[src/hw/mtr_map.vh]
// Purpose: constants for the memory type resolver
// Assumes: included by the resolver files by bare name
// Notes: register numbers on the model register port are local picks
//
// Function
// RULE_01: feature query bit 12 flags range typing
// RULE_02: capability register read-only, write faults
// RULE_03: capability bits 7:0 give pair count
// RULE_04: capability bit 8: all fixed or none
// RULE_05: capability bit 10 set only with combining
// RULE_06: clear page bits take range type
// RULE_07: page cache-disable forces uncacheable
// RULE_08: page writethrough turns writeback into writethrough
// RULE_09: cache-disable, combining range: chosen result combining
// RULE_10: conflicting ranges in large page undefined
// RULE_11: fixed ranges win inside first megabyte
// RULE_12: identical overlapping variable types used as-is
// RULE_13: any uncacheable overlap gives uncacheable
// RULE_14: writethrough plus writeback overlap gives writethrough
// RULE_15: software avoids other overlap combinations
// RULE_16: attribute table is 64 bits, eight slots
// RULE_17: uncacheable-minus slot yields to combining range
// RULE_18: reserved attribute bits nonzero on write fault
// RULE_19: unsupported slot encoding on write faults
// RULE_20: type encodings 00,01,04,05,06
// RULE_21: writethrough: shared read allocate, no write allocate
// RULE_22: write-protect: writes to memory, hits invalidate
// RULE_23: slot reset pattern writeback, writethrough, minus, uncacheable
// RULE_24: slot chosen by index, disable, writethrough bits
// RULE_25: range enable clear forces uncacheable default
// RULE_26: effective type valid in same cycle
`ifndef MTR_MAP_VH
`define MTR_MAP_VH

// memory type encodings
`define MTR_TYPE_UC 8'h00
`define MTR_TYPE_WC 8'h01
`define MTR_TYPE_WT 8'h04
`define MTR_TYPE_WP 8'h05
`define MTR_TYPE_WB 8'h06
`define MTR_TYPE_UCM 8'h07

// register numbers on the model register port
`define MTR_ADDR_CAP 12'h010
`define MTR_ADDR_ATTR 12'h020
`define MTR_ADDR_DEF 12'h030

// capability register fields
`define MTR_CAP_FIX_BIT 8
`define MTR_CAP_WC_BIT 10

// feature word field
`define MTR_FEAT_RANGE_BIT 12

// default-type register fields and reserved mask
`define MTR_DEF_FE_BIT 10
`define MTR_DEF_E_BIT 11
`define MTR_DEF_RSVD 64'hffff_ffff_ffff_f300
`define MTR_DEF_RESET 64'h0000_0000_0000_0000

// attribute table layout and reset value
`define MTR_SLOT_W 8
`define MTR_SLOT_RSVD 8'hf8
`define MTR_ATTR_RESET 64'h0007_0406_0007_0406

`endif

[src/hw/mtr_resolver.v]
// Purpose: resolve the effective memory type of each access
// Assumes: range matching is done upstream; page bits from the walker
// Notes: lookup path is combinational, register port answers in 1 cycle
`timescale 1ns/100ps
`include "mtr_map.vh"

module mtr_resolver #(
    parameter VAR_PAIRS = 8,
    parameter FIX_SUPPORT = 1,
    parameter WC_SUPPORT = 1
) (
    // clock and reset
    input wire clk,
    input wire rst,
    // model register port
    input wire regReq,
    input wire regWr,
    input wire [11:0] regAddr,
    input wire [63:0] regWdata,
    output reg regAck_q,
    output reg [63:0] regRdata_q,
    output reg regFault_q,
    // feature query
    input wire featQuery,
    output reg [31:0] featWord_q,
    // global cache controls
    input wire globalCacheDisable,
    input wire globalNoWriteback,
    // range lookup from the address matchers
    input wire inLowMeg,
    input wire fixedHit,
    input wire [7:0] fixedType,
    input wire [VAR_PAIRS-1:0] varHit,
    input wire [8*VAR_PAIRS-1:0] varTypes,
    // page-table entry bits
    input wire attrIndexBit,
    input wire pageCacheDisable,
    input wire pageWritethrough,
    // resolved type and behaviour
    output reg [7:0] effType,
    output reg [7:0] rangeType,
    output reg typeUndef,
    output wire cacheable,
    output wire readAllocShared,
    output wire writeAlloc,
    output wire writeToMem,
    output wire writeHitInval,
    output wire combineOk,
    output wire specReadOk
);

    // lookup path: range type from fixed, variable or default ranges,
    // then merged with the page slot; nothing on it is clocked, so
    // the walker sees the answer in the cycle it asks
    // limitation: effType and its flags are not flopped; the caller
    // must fit the whole decode inside its own pipeline stage
    // register path: one request per cycle, answered the next cycle,
    // faulted or not, so software never waits on a missing answer
    // typeUndef marks a mix software must avoid; the type shown then
    // is uncacheable, the safest pick for an undefined case
    // the table resets to the legacy page-bit types, so a walker that
    // never sets the index bit sees the old cache-disable behaviour

    // model register state
    reg [63:0] attrTable_q;
    reg [63:0] defType_q;

    // capability word is fixed by build parameters
    wire [63:0] capWord;
    wire [7:0] pairCount;
    wire fixBit;
    wire wcBit;
    wire featRange;

    // write checking
    reg attrBad;
    reg defBad;
    integer k;
    reg [7:0] slot;

    // range and page resolution
    wire varAny;
    wire [7:0] varMerged;
    wire varUndef;
    wire rangeOn;
    wire fixedOn;
    wire [2:0] slotIdx;
    reg [7:0] pageType;

    // encoding accepted in a slot or the default type field
    // combining is refused when not built in, so no slot can hold
    // a type the cache pipe has no decode for
    function typeOk;
        input [7:0] code;
        input allowMinus;
        begin
            case (code)
                `MTR_TYPE_UC: typeOk = 1'b1;
                `MTR_TYPE_WT: typeOk = 1'b1;
                `MTR_TYPE_WP: typeOk = 1'b1;
                `MTR_TYPE_WB: typeOk = 1'b1;
                `MTR_TYPE_WC: typeOk = (WC_SUPPORT != 0);
                `MTR_TYPE_UCM: typeOk = allowMinus;
                default: typeOk = 1'b0;
            endcase
        end
    endfunction

    // capability fields
    // build constants only: nothing software writes reaches them
    assign pairCount = VAR_PAIRS[7:0]; // RULE_03
    assign fixBit = (FIX_SUPPORT != 0); // RULE_04
    assign wcBit = (WC_SUPPORT != 0); // RULE_05
    // bit 9 is reserved and reads zero
    assign capWord = {53'h0, wcBit, 1'b0, fixBit, pairCount};
    // feature visible whenever any range typing is built in
    assign featRange = (VAR_PAIRS != 0) || (FIX_SUPPORT != 0);

    // reserved bits and encodings of a pending write
    // one bad byte refuses the whole word, never a partial update
    always @* begin
        attrBad = 1'b0;
        slot = 8'h00;
        for (k = 0; k < 8; k = k + 1) begin
            slot = regWdata[8*k +: 8];
            if ((slot & `MTR_SLOT_RSVD) != 8'h00) begin
                attrBad = 1'b1; // RULE_18
            end else if (!typeOk(slot, 1'b1)) begin
                attrBad = 1'b1; // RULE_19
            end
        end
        // minus type only lives in the attribute table
        defBad = ((regWdata & `MTR_DEF_RSVD) != 64'h0) ||
                 !typeOk(regWdata[7:0], 1'b0);
    end

    // model register port: one request, one ack next cycle
    // read data is zero outside the answer cycle, so a stray
    // sample on an idle cycle never shows stale table contents
    always @(posedge clk) begin
        if (rst) begin
            regAck_q <= 1'b0;
            regRdata_q <= 64'h0;
            regFault_q <= 1'b0;
            attrTable_q <= `MTR_ATTR_RESET; // RULE_23
            defType_q <= `MTR_DEF_RESET;
        end else begin
            regAck_q <= regReq;
            regFault_q <= 1'b0;
            regRdata_q <= 64'h0;
            if (regReq) begin
                if (regAddr == `MTR_ADDR_CAP) begin
                    if (regWr) begin
                        regFault_q <= 1'b1; // RULE_02
                    end else begin
                        regRdata_q <= capWord;
                    end
                end else if (regAddr == `MTR_ADDR_ATTR) begin
                    if (!regWr) begin
                        regRdata_q <= attrTable_q; // RULE_16
                    end else if (attrBad) begin
                        // faulted writes leave every slot untouched
                        regFault_q <= 1'b1; // RULE_18
                    end else begin
                        attrTable_q <= regWdata; // RULE_16
                    end
                end else if (regAddr == `MTR_ADDR_DEF) begin
                    if (!regWr) begin
                        regRdata_q <= defType_q;
                    end else if (defBad) begin
                        regFault_q <= 1'b1;
                    end else begin
                        defType_q <= regWdata;
                    end
                end else begin
                    // no such register: fault on read or write
                    regFault_q <= 1'b1;
                end
            end
        end
    end

    // feature word captured on each query
    // the word holds between queries so a late reader still sees it
    always @(posedge clk) begin
        if (rst) begin
            featWord_q <= 32'h0;
        end else if (featQuery) begin
            featWord_q <= 32'h0;
            featWord_q[`MTR_FEAT_RANGE_BIT] <= featRange; // RULE_01
        end
    end

    // variable-range overlap merge
    // undefined mixes come back uncacheable with a flag raised
    mtr_range_merge #(
        .N(VAR_PAIRS)
    ) uMerge (
        .hit(varHit),
        .types(varTypes),
        .anyHit(varAny),
        .mergedType(varMerged),
        .undef(varUndef)
    );

    // enables from the default-type register
    // fixed ranges need both enables and the build option
    // clearing the master enable drops every range to uncacheable
    assign rangeOn = defType_q[`MTR_DEF_E_BIT];
    assign fixedOn = rangeOn && defType_q[`MTR_DEF_FE_BIT] &&
                     (FIX_SUPPORT != 0);

    // range type: fixed, then variable, then default
    // the default field is used as written; a minus code there is
    // refused on write, so it never reaches the combine stage
    always @* begin
        typeUndef = 1'b0;
        if (!rangeOn) begin
            rangeType = `MTR_TYPE_UC; // RULE_25
        end else if (fixedOn && inLowMeg && fixedHit) begin
            rangeType = fixedType; // RULE_11
        end else if (varAny) begin
            rangeType = varMerged;
            // conflicting ranges in one page are flagged, not resolved
            typeUndef = varUndef; // RULE_10
        end else begin
            rangeType = defType_q[7:0];
        end
    end

    // attribute slot picked by the three page bits
    assign slotIdx = {attrIndexBit, pageCacheDisable,
                      pageWritethrough}; // RULE_24

    // slot contents, read without a clock edge
    // plain indexed read: slot i sits in bits 8i+7:8i
    always @* begin
        pageType = attrTable_q[8*slotIdx +: 8];
    end

    // combine page slot with range type; no register in the path
    // global controls win over every slot: with caching off no line
    // may be allocated, whatever the page or the ranges say
    always @* begin
        effType = `MTR_TYPE_UC; // RULE_26
        if (globalCacheDisable || globalNoWriteback) begin
            // caching off: nothing may be cached
            effType = `MTR_TYPE_UC;
        end else begin
            case (pageType)
                `MTR_TYPE_WB: begin
                    effType = rangeType; // RULE_06
                end
                `MTR_TYPE_WT: begin
                    if (rangeType == `MTR_TYPE_WB) begin
                        effType = `MTR_TYPE_WT; // RULE_08
                    end else begin
                        effType = rangeType; // RULE_08
                    end
                end
                `MTR_TYPE_UCM: begin
                    // combining range wins over the minus type
                    if (rangeType == `MTR_TYPE_WC) begin
                        effType = `MTR_TYPE_WC; // RULE_09
                    end else begin
                        effType = `MTR_TYPE_UC; // RULE_17
                    end
                end
                `MTR_TYPE_UC: begin
                    effType = `MTR_TYPE_UC; // RULE_07
                end
                `MTR_TYPE_WC: begin
                    // combining page ignores the range type
                    effType = `MTR_TYPE_WC;
                end
                `MTR_TYPE_WP: begin
                    // uncacheable ranges stay uncacheable here
                    if (rangeType == `MTR_TYPE_UC) begin
                        effType = `MTR_TYPE_UC;
                    end else begin
                        effType = `MTR_TYPE_WP;
                    end
                end
                default: begin
                    // codes the write check refuses; kept safe anyway
                    effType = `MTR_TYPE_UC;
                end
            endcase
        end
    end

    // behaviour flags of the resolved type
    // flags follow effType in the same cycle, like the type itself
    mtr_type_attr uAttr (
        .typeCode(effType),
        .cacheable(cacheable),
        .readAllocShared(readAllocShared),
        .writeAlloc(writeAlloc),
        .writeToMem(writeToMem),
        .writeHitInval(writeHitInval),
        .combineOk(combineOk),
        .specReadOk(specReadOk)
    );

endmodule // mtr_resolver

[src/hw/mtr_range_merge.v]
// Purpose: merge types of overlapping variable ranges
// Assumes: one type byte per range, hit vector marks matches
// Notes: undefined combinations report uncacheable plus a flag
`timescale 1ns/100ps
`include "mtr_map.vh"

module mtr_range_merge #(
    parameter N = 8
) (
    // per-range hits and types
    input wire [N-1:0] hit,
    input wire [8*N-1:0] types,
    // merged result
    output reg anyHit,
    output reg [7:0] mergedType,
    output reg undef
);

    integer i;
    reg allSame;
    reg anyUc;
    reg onlyWtWb;
    reg anyWt;
    reg [7:0] firstType;
    reg [7:0] t;

    // scan every hit range for overlap classes
    always @* begin
        anyHit = 1'b0;
        allSame = 1'b1;
        anyUc = 1'b0;
        onlyWtWb = 1'b1;
        anyWt = 1'b0;
        firstType = `MTR_TYPE_UC;
        t = `MTR_TYPE_UC;
        for (i = 0; i < N; i = i + 1) begin
            t = types[8*i +: 8];
            if (hit[i]) begin
                if (!anyHit) begin
                    firstType = t;
                end else if (t != firstType) begin
                    allSame = 1'b0;
                end
                anyHit = 1'b1;
                if (t == `MTR_TYPE_UC) anyUc = 1'b1;
                if (t == `MTR_TYPE_WT) anyWt = 1'b1;
                if (t != `MTR_TYPE_WT && t != `MTR_TYPE_WB) onlyWtWb = 1'b0;
            end
        end
        undef = 1'b0;
        if (!anyHit) begin
            mergedType = `MTR_TYPE_UC;
        end else if (anyUc) begin
            mergedType = `MTR_TYPE_UC; // RULE_13
        end else if (allSame) begin
            mergedType = firstType; // RULE_12
        end else if (onlyWtWb && anyWt) begin
            mergedType = `MTR_TYPE_WT; // RULE_14
        end else begin
            // safest answer for a combination software must avoid
            mergedType = `MTR_TYPE_UC; // RULE_15
            undef = 1'b1;
        end
    end

endmodule // mtr_range_merge

[src/hw/mtr_type_attr.v]
// Purpose: cache behaviour implied by one memory type
// Assumes: type is one of the supported encodings
// Notes: unsupported encodings behave as uncacheable
`timescale 1ns/100ps
`include "mtr_map.vh"

module mtr_type_attr (
    // effective type
    input wire [7:0] typeCode,
    // behaviour flags for the cache pipeline
    output reg cacheable,
    output reg readAllocShared,
    output reg writeAlloc,
    output reg writeToMem,
    output reg writeHitInval,
    output reg combineOk,
    output reg specReadOk
);

    // one case per encoding, except uncacheable and minus, which take the default
    always @* begin
        cacheable = 1'b0;
        readAllocShared = 1'b0;
        writeAlloc = 1'b0;
        writeToMem = 1'b1;
        writeHitInval = 1'b0;
        combineOk = 1'b0;
        specReadOk = 1'b0;
        case (typeCode)
            `MTR_TYPE_WC: begin
                combineOk = 1'b1; // RULE_20
                specReadOk = 1'b1;
            end
            `MTR_TYPE_WT: begin
                cacheable = 1'b1;
                readAllocShared = 1'b1; // RULE_21
            end
            `MTR_TYPE_WP: begin
                cacheable = 1'b1;
                readAllocShared = 1'b1;
                writeHitInval = 1'b1; // RULE_22
            end
            `MTR_TYPE_WB: begin
                cacheable = 1'b1;
                writeAlloc = 1'b1;
                writeToMem = 1'b0;
                specReadOk = 1'b1;
            end
            default: begin
                writeToMem = 1'b1;
            end
        endcase
    end

endmodule // mtr_type_attr

[config.mk]
export PLATFORM = sky130hd
export DESIGN_NAME = mtr_resolver
export DESIGN_NICKNAME = d
export VERILOG_FILES = /design/src/hw/mtr_resolver.v /design/src/hw/mtr_range_merge.v /design/src/hw/mtr_type_attr.v
export VERILOG_INCLUDE_DIRS = /design/src /design/src/hw
export SDC_FILE = /design/constraint.sdc
export NUM_CORES = 1
export LEC_CHECK = 0
export BUFFER_PORTS_ARGS = -buffer_cell sky130_fd_sc_hd__buf_4
export CORE_UTILIZATION = 55
export DETAILED_ROUTE_END_ITERATION = 8
export PLACE_DENSITY = 0.89
export SLEW_MARGIN = 20
export SYNTH_ARGS = -nofsm -noshare
export SYNTH_HDL_FRONTEND = slang
export SYNTH_SLANG_ARGS = --single-unit
[constraint.sdc]
create_clock -name clk -period 22.3 [get_ports clk]
set_clock_uncertainty 0.2 [all_clocks]
set_input_delay 6.69 -clock clk [delete_from_list [all_inputs] [get_ports clk]]
set_output_delay 6.69 -clock clk [all_outputs]
set_load 0.02 [all_outputs]
After elaboration in Yosys (flattened, before gate mapping)
Index checks and enable logic that the tools add are counted.
{"block": "totals", "register_bits": 195, "inputBits": 168, "output_inout_bits": 122}
{"block": "classes", "reduce_logical": 56, "n_eq_ne": 85, "n_bitwise": 5, "mux": 163, "n_shift": 1}
{"operator": "$eq 8x3->1 const B", "count": 48}
{"operator": "$mux 64", "count": 5}
{"operator": "$mux 8", "count": 22}
{"operator": "$logic_not 8->1", "count": 17}
{"operator": "$mux 1", "count": 132}
{"operator": "$ne 8x3->1 const B", "count": 16}
{"operator": "$eq 8x1->1 const B", "count": 11}
{"operator": "$reduce_bool 64->1", "count": 1}
{"operator": "$reduce_bool 8->1", "count": 8}
{"operator": "$shiftx 64x7->8", "count": 1}
{"operator": "$ne 8x8->1", "count": 7}
{"operator": "$reduce_or 6->1", "count": 8}
{"operator": "$pmux 8 s5", "count": 1}
{"operator": "$eq 12x6->1 const B", "count": 2}
{"operator": "$eq 12x5->1 const B", "count": 1}
{"operator": "$logic_and 1x1->1", "count": 12}
{"operator": "$mux 11", "count": 1}
{"operator": "$mux 3", "count": 2}
{"operator": "$reduce_and 6->1", "count": 1}
{"operator": "$reduce_or 2->1", "count": 3}
{"operator": "$not 1->1", "count": 5}
{"operator": "$reduce_and 5->1", "count": 1}
{"operator": "$reduce_or 5->1", "count": 1}
{"operator": "$reduce_or 3->1", "count": 1}
{"operator": "other kinds (2)", "count": 3}

Logic depth before layout (Yosys ltp)
{"block": "depth", "depth_word": 35, "mapped_depth": 16, "ltp_nobuf": 13}

Modules after synthesis
Synthesis repeated with hierarchy kept, for this count alone.
{"block": "hier_totals", "cells_unflattened": 1142, "area_unflattened_um2": 9869.5}
{"mod": "mtr_resolver", "seq_area_each_um2": 3903.7, "cells_per_inst": 760, "instances": 1, "area_per_inst_um2": 7418.4}
{"mod": "mtr_range_merge", "seq_area_each_um2": 0.0, "cells_per_inst": 369, "instances": 1, "area_per_inst_um2": 2361.0}
{"mod": "mtr_type_attr", "seq_area_each_um2": 0.0, "cells_per_inst": 13, "instances": 1, "area_per_inst_um2": 90.1}

Worst setup path after synthesis
OpenSTA, ideal clock, no wires.
{"block": "synth_timing", "path_kind": "input-to-output", "startpoint": "input port varHit[0]", "endpoint": "output port specReadOk", "setup_slack_ns": 4.709, "t_required_ns": 15.410, "stages": 14, "arrival_time_ns": 10.701, "cell_sequence": "buf_6 > or4_4 > or3_1 > a32oi_1 > xnor2_1 > o21ai_1 > nor4_1 > o311ai_4 > nor3_4 > mux2_4 > or2_4 > o21a_1 > nor4_2 > or2_1"}
{"block": "synth_between", "elab_chain_len": 35, "elab_cells_between_ends": 115, "cone_classes": "11 x eq/ne; 101 x mux; 3 x reduce/logical"}
{"item": "start, declared", "line": "mtr_resolver.v:33", "rtl": "input wire [VAR_PAIRS-1:0] varHit,"}
{"item": "$mux 8", "line": "mtr_range_merge.v:38", "rtl": "if (hit[i]) begin"}
{"item": "$ne 8x8->1", "line": "mtr_range_merge.v:41", "rtl": "end else if (t != firstType) begin"}
{"item": "$mux 1", "line": "mtr_range_merge.v:41"}
{"item": "$mux 1", "line": "mtr_range_merge.v:39", "rtl": "if (!anyHit) begin"}
{"item": "$mux 1", "line": "mtr_range_merge.v:38"}
{"item": "$mux 1", "line": "mtr_range_merge.v:41"}
{"item": "$mux 1", "line": "mtr_range_merge.v:39"}
{"item": "$mux 1", "line": "mtr_range_merge.v:38"}
{"item": "[20 not listed]"}
{"item": "via rangeType[2]", "line": "mtr_resolver.v:41", "rtl": "output reg [7:0] rangeType,"}
{"item": "$eq 8x3->1 (no source line) or $logic_not 8->1 (tied branches)"}
{"item": "$mux 8 or $mux 3 (tied branches)", "line": "mtr_resolver.v:255, mtr_resolver.v:278"}
{"item": "$pmux 8 s5 *", "line": "mtr_resolver.v:250", "rtl": "case (pageType)"}
{"item": "$mux 8 *", "line": "mtr_resolver.v:246", "rtl": "if (globalCacheDisable || globalNoWriteback) begin"}
{"item": "via effType[2]", "line": "mtr_resolver.v:40", "rtl": "output reg [7:0] effType,"}
{"item": "$eq 8x1->1 or $eq 8x3->1 (tied branches)", "line": "mtr_type_attr.v:29", "rtl": "case (typeCode)"}
{"item": "$reduce_or 2->1 (no source line) *"}
{"item": "$mux 1 *", "line": "mtr_type_attr.v:29"}
{"item": "end, declared", "line": "mtr_resolver.v:49", "rtl": "output wire specReadOk"}
The timed path passes the listed nets; every way through them passes the cells marked *.

Final worst setup path
{"block": "layout_timing", "startpoint": "input port varHit[0]", "endpoint": "output port specReadOk"}
{"block": "layout_between", "elab_chain_len": 35, "elab_cells_between_ends": 115, "cone_classes": "11 x eq/ne; 101 x mux; 3 x reduce/logical"}
{"item": "$mux 8", "line": "mtr_range_merge.v:38"}
{"item": "$ne 8x8->1", "line": "mtr_range_merge.v:41"}
{"item": "$mux 1", "line": "mtr_range_merge.v:41"}
{"item": "$mux 1", "line": "mtr_range_merge.v:39"}
{"item": "$mux 1", "line": "mtr_range_merge.v:38"}
{"item": "$mux 1", "line": "mtr_range_merge.v:41"}
{"item": "$mux 1", "line": "mtr_range_merge.v:39"}
{"item": "$mux 1", "line": "mtr_range_merge.v:38"}
{"item": "[19 not listed]"}
{"item": "$mux 8 *", "line": "mtr_resolver.v:218", "rtl": "if (!rangeOn) begin"}
{"item": "$eq 8x1->1 (no source line), or another cell as far along"}
{"item": "$mux 1, or another cell as far along", "line": "mtr_resolver.v:263", "rtl": "if (rangeType == `MTR_TYPE_WC) begin"}
{"item": "$pmux 8 s5 *", "line": "mtr_resolver.v:250"}
{"item": "$mux 8 *", "line": "mtr_resolver.v:246"}
{"item": "$eq 8x1->1 or $eq 8x3->1 (tied branches)", "line": "mtr_type_attr.v:29"}
{"item": "$reduce_or 2->1 (no source line) *"}
{"item": "$mux 1 *", "line": "mtr_type_attr.v:29"}
Every way passes the cells marked *; elsewhere a longest branch is shown, timed or not.

==> impl_metrics.tcl <==
set metrics [dict create \
    ys.flop_type "dfxtp_1" \
    ir_worst_vdd_v 0.0000633 \
    cts_resized 0 \
    io_pins 290 \
    finalNonFillerCells 1599 \
    cts_buffer_depth 2 \
    synth_cell_types 83 \
    period_share 0.811 \
    design_area_um2 12300 \
    crit_type "in2out" \
    dp_hpwl_um 25100 \
    reg2reg_slack_ns 21.12 \
    arrival_ns 11.19 \
    synth_edf_count 0 \
    nets 1529 \
    fin_setup_tns_ns 0 \
    final_cell_mix "267 x buf_4, 195 x dfxtp_1, 141 x nor2_1" \
    routed_wirelength_um 33500 \
    min_period_ns 18.08 \
    cp_common_cell "buf_4" \
    core_area_um2 17300 \
    p_clk_frac 0.412 \
    antenna_left 0 \
    p_leak_nw 5.17 \
    cts_buffers 17 \
    wire_per_inst_um 21.0 \
    fin_ws_ns 4.22 \
    layout_commonest_cell "buf_4" \
    ys_warn_count 0 \
    switchingPower_uw 200 \
    rsz0062_at_grt "false" \
    drt_iter0_markers 986 \
    setup_viol 0 \
    crit_path_end_kind "output pin" \
    hp-start "defType_q[8]" \
    rows 48 \
    path_cells "buf_4, nor3_2, and2_1, nor3_1, o21ai_0, xor2_1, nor4_1, o311ai_4, nor3_4, mux2_4, or2_4, a311oi_4, and4b_1, or2_1, buf_4" \
    die_x_um 135 \
    htreeDepth 4 \
    dp_slack_ns 4.27 \
    max_stage_delay_ns 0.75 \
    synthesis.instances 1137 \
    cap_violations 0 \
    cts.sinks 195 \
    hp-class "reg2reg" \
    worst_setup_path_start_kind "input pin" \
    gr-total-overflow 0 \
    firstDrtPassIters 5 \
    insertion_delay_ns 0.43 \
    cp_slowest_cell "nor3_2" \
    grt_usage 0.366 \
    timing.rr.end "regRdata_q[11]" \
    vias 9946 \
    fp.dieH_um 135 \
    seqPwrFrac 0.458 \
    initial_core_util 0.563 \
    synth.largest_area_cell "dfxtp_1" \
    power_uw 760 \
    globalplace.congestion 0.990 \
    synth_area_um2 9740 \
    timing.rr.start "defType_q[11]" \
    rr_worst_depth 2 \
    hold_path_end "defType_q[8]" \
    sw_frac_of_total 0.264 \
    powerDensity_nw_per_um2 61.9 \
    post_dp_cell_area_um2 11700 \
    async_flop_share 0 \
    root_buffer "clkbuf_16" \
    drive_gt1_frac 0.247 \
    synth_top_area_frac 0.401 \
    post-place-cells 1567 \
    first_global_vias 9379 \
    holdBufCountCts 0 \
    numPortBuffers 258 \
    area_growth_pct 26.2 \
    vias_per_cell 6.22 \
    dieArea_um2 18200 \
    tightest_slew_ns 0.863 \
    drc 0 \
    cp_max_fo 46 \
    ys_seq_elements 195 \
    antenna_found_initial 0 \
    maxSlewHeadroom 0.425 \
    ys_seq_area_frac 0.401 \
    insertedDiodeCount 0 \
    synthTopCellsByArea "dfxtp_1 40%, and2_1 6.9%, nor2_1 5.5%, a22oi_1 5.3%, a21oi_1 2.5%" \
    whs_path_depth 1 \
    cts_tree "yes" \
    power.internal_uw 560 \
    comb_power_share 0.130 \
    worstPathRequired_ns 15.41 \
    postCtsSetupRepairBufs 0 \
    drv_slew 0 \
    hold_viol_final 0 \
    clk_pin_slew_ns 0.07 \
    synth_area_per_cell_um2 8.56 \
    fmax_mhz 55.3 \
    grt_pass1_wl_um 50900 \
    outcome "complete, no violations" \
    grt_max_degree 62 \
]
-- per-layer routing --
| metal | part of all wire | global-route usage | vias up |
|---|---|---|---|
| met5 | 0 | 0 | - |
| met3 | 0.094 | 0.0743 | 96 |
| met1 | 0.40 | 0.466 | 4703 |
| li1 | - | - | 4499 |
| met4 | 0.040 | 0.160 | 0 |
| met2 | 0.46 | 0.601 | 648 |
-- metrics by stage --
| step | utilization | hold WS (ns) |
|---|---|---|
| final | 0.710 | 0.260 |
| after global routing | 0.710 | 0.273 |
| after CTS | 0.710 | 0.260 |
| after detailed placement | 0.674 | 0.242 |
| after global placement | 0.674 | 0.236 |
| after floorplan | - | 0.224 |
-- Yosys cell counts (6+ instances only) --
library cell,count
and2_1,107
mux2i_1,17
nor2_1,142
xor2_1,7
nand4_1,11
a32oi_1,7
nand2b_1,9
a31oi_1,8
o22ai_1,10
nand3_1,35
or3_1,7
a22oi_1,69
o21a_1,6
nand2_1,50
nor2b_1,13
nor3_1,20
and4_1,6
xnor2_1,16
nor4_1,33
buf_2,8
clkbuf_1,48
a211o_1,13
mux4_2,9
dfxtp_1,195
a211oi_1,9
inv_1,46
a21oi_1,48
o21ai_0,31
buf_4,31
nand3b_1,11
-- final cells by class --
cell class | count | area (um^2)
inverter | 46 | 173
multi-input combinational | 834 | 5310
clock buffer | 18 | 429
tap | 225 | 282
fill | 1317 | 5010
timing repair buffer | 267 | 2000
sequential | 195 | 3900
clock inverter | 14 | 188
-- sequential cells by signal, summed over array words and instances, names as in the netlist --
signal / cells
attrTable_q: 64
regRdata_q: 64
regAck_q: 1
featWord_q: 1
regFault_q: 1
defType_q: 64
-- worst max path at each step --
stage               startpoint          to  slack, ns  cells after the start
floorplan            varHit[0]  specReadOk       4.71                     14
global placement     varHit[0]  specReadOk       4.38                     15
detailed placement   varHit[0]  specReadOk       4.27                     15
CTS                  varHit[0]  specReadOk       4.28                     15
global route         varHit[0]  specReadOk       3.99                     15
finish               varHit[0]  specReadOk       4.22                     15
-- worst max-delay path: cells and delay by family --
| family | cells | cell delay, ns |
|---|---|---|
| buffers and inverters | 2 | 0.37 |
| AO/OA/AOI/OAI | 3 | 0.84 |
| AND/OR/NAND/NOR | 8 | 2.78 |
| XOR/XNOR | 1 | 0.13 |
| multiplexers | 1 | 0.36 |
-- kinds of logic after synthesis --
logic type	after synthesis	synth area share
AO/OA/AOI/OAI	268	0.199
XOR/XNOR	23	0.0207
buffers and inverters	138	0.0693
flip-flops	195	0.401
multiplexers	32	0.0456
other	1	0.000385
AND/OR/NAND/NOR	480	0.264
-- power by group through the flow --
| stage | Sequential, mW | Clock (mW) | Combinational [mW] |
|---|---|---|---|
| after floorplan | 0.357 | 0 | 0.0526 |
| after global placement | 0.356 | 0 | 0.0951 |
| after detailed placement | 0.356 | 0 | 0.0956 |
| after CTS | 0.348 | 0.314 | 0.0961 |
| after global routing | 0.348 | 0.330 | 0.105 |
| final | 0.348 | 0.313 | 0.0985 |
Power figures use the tool's default switching activity.
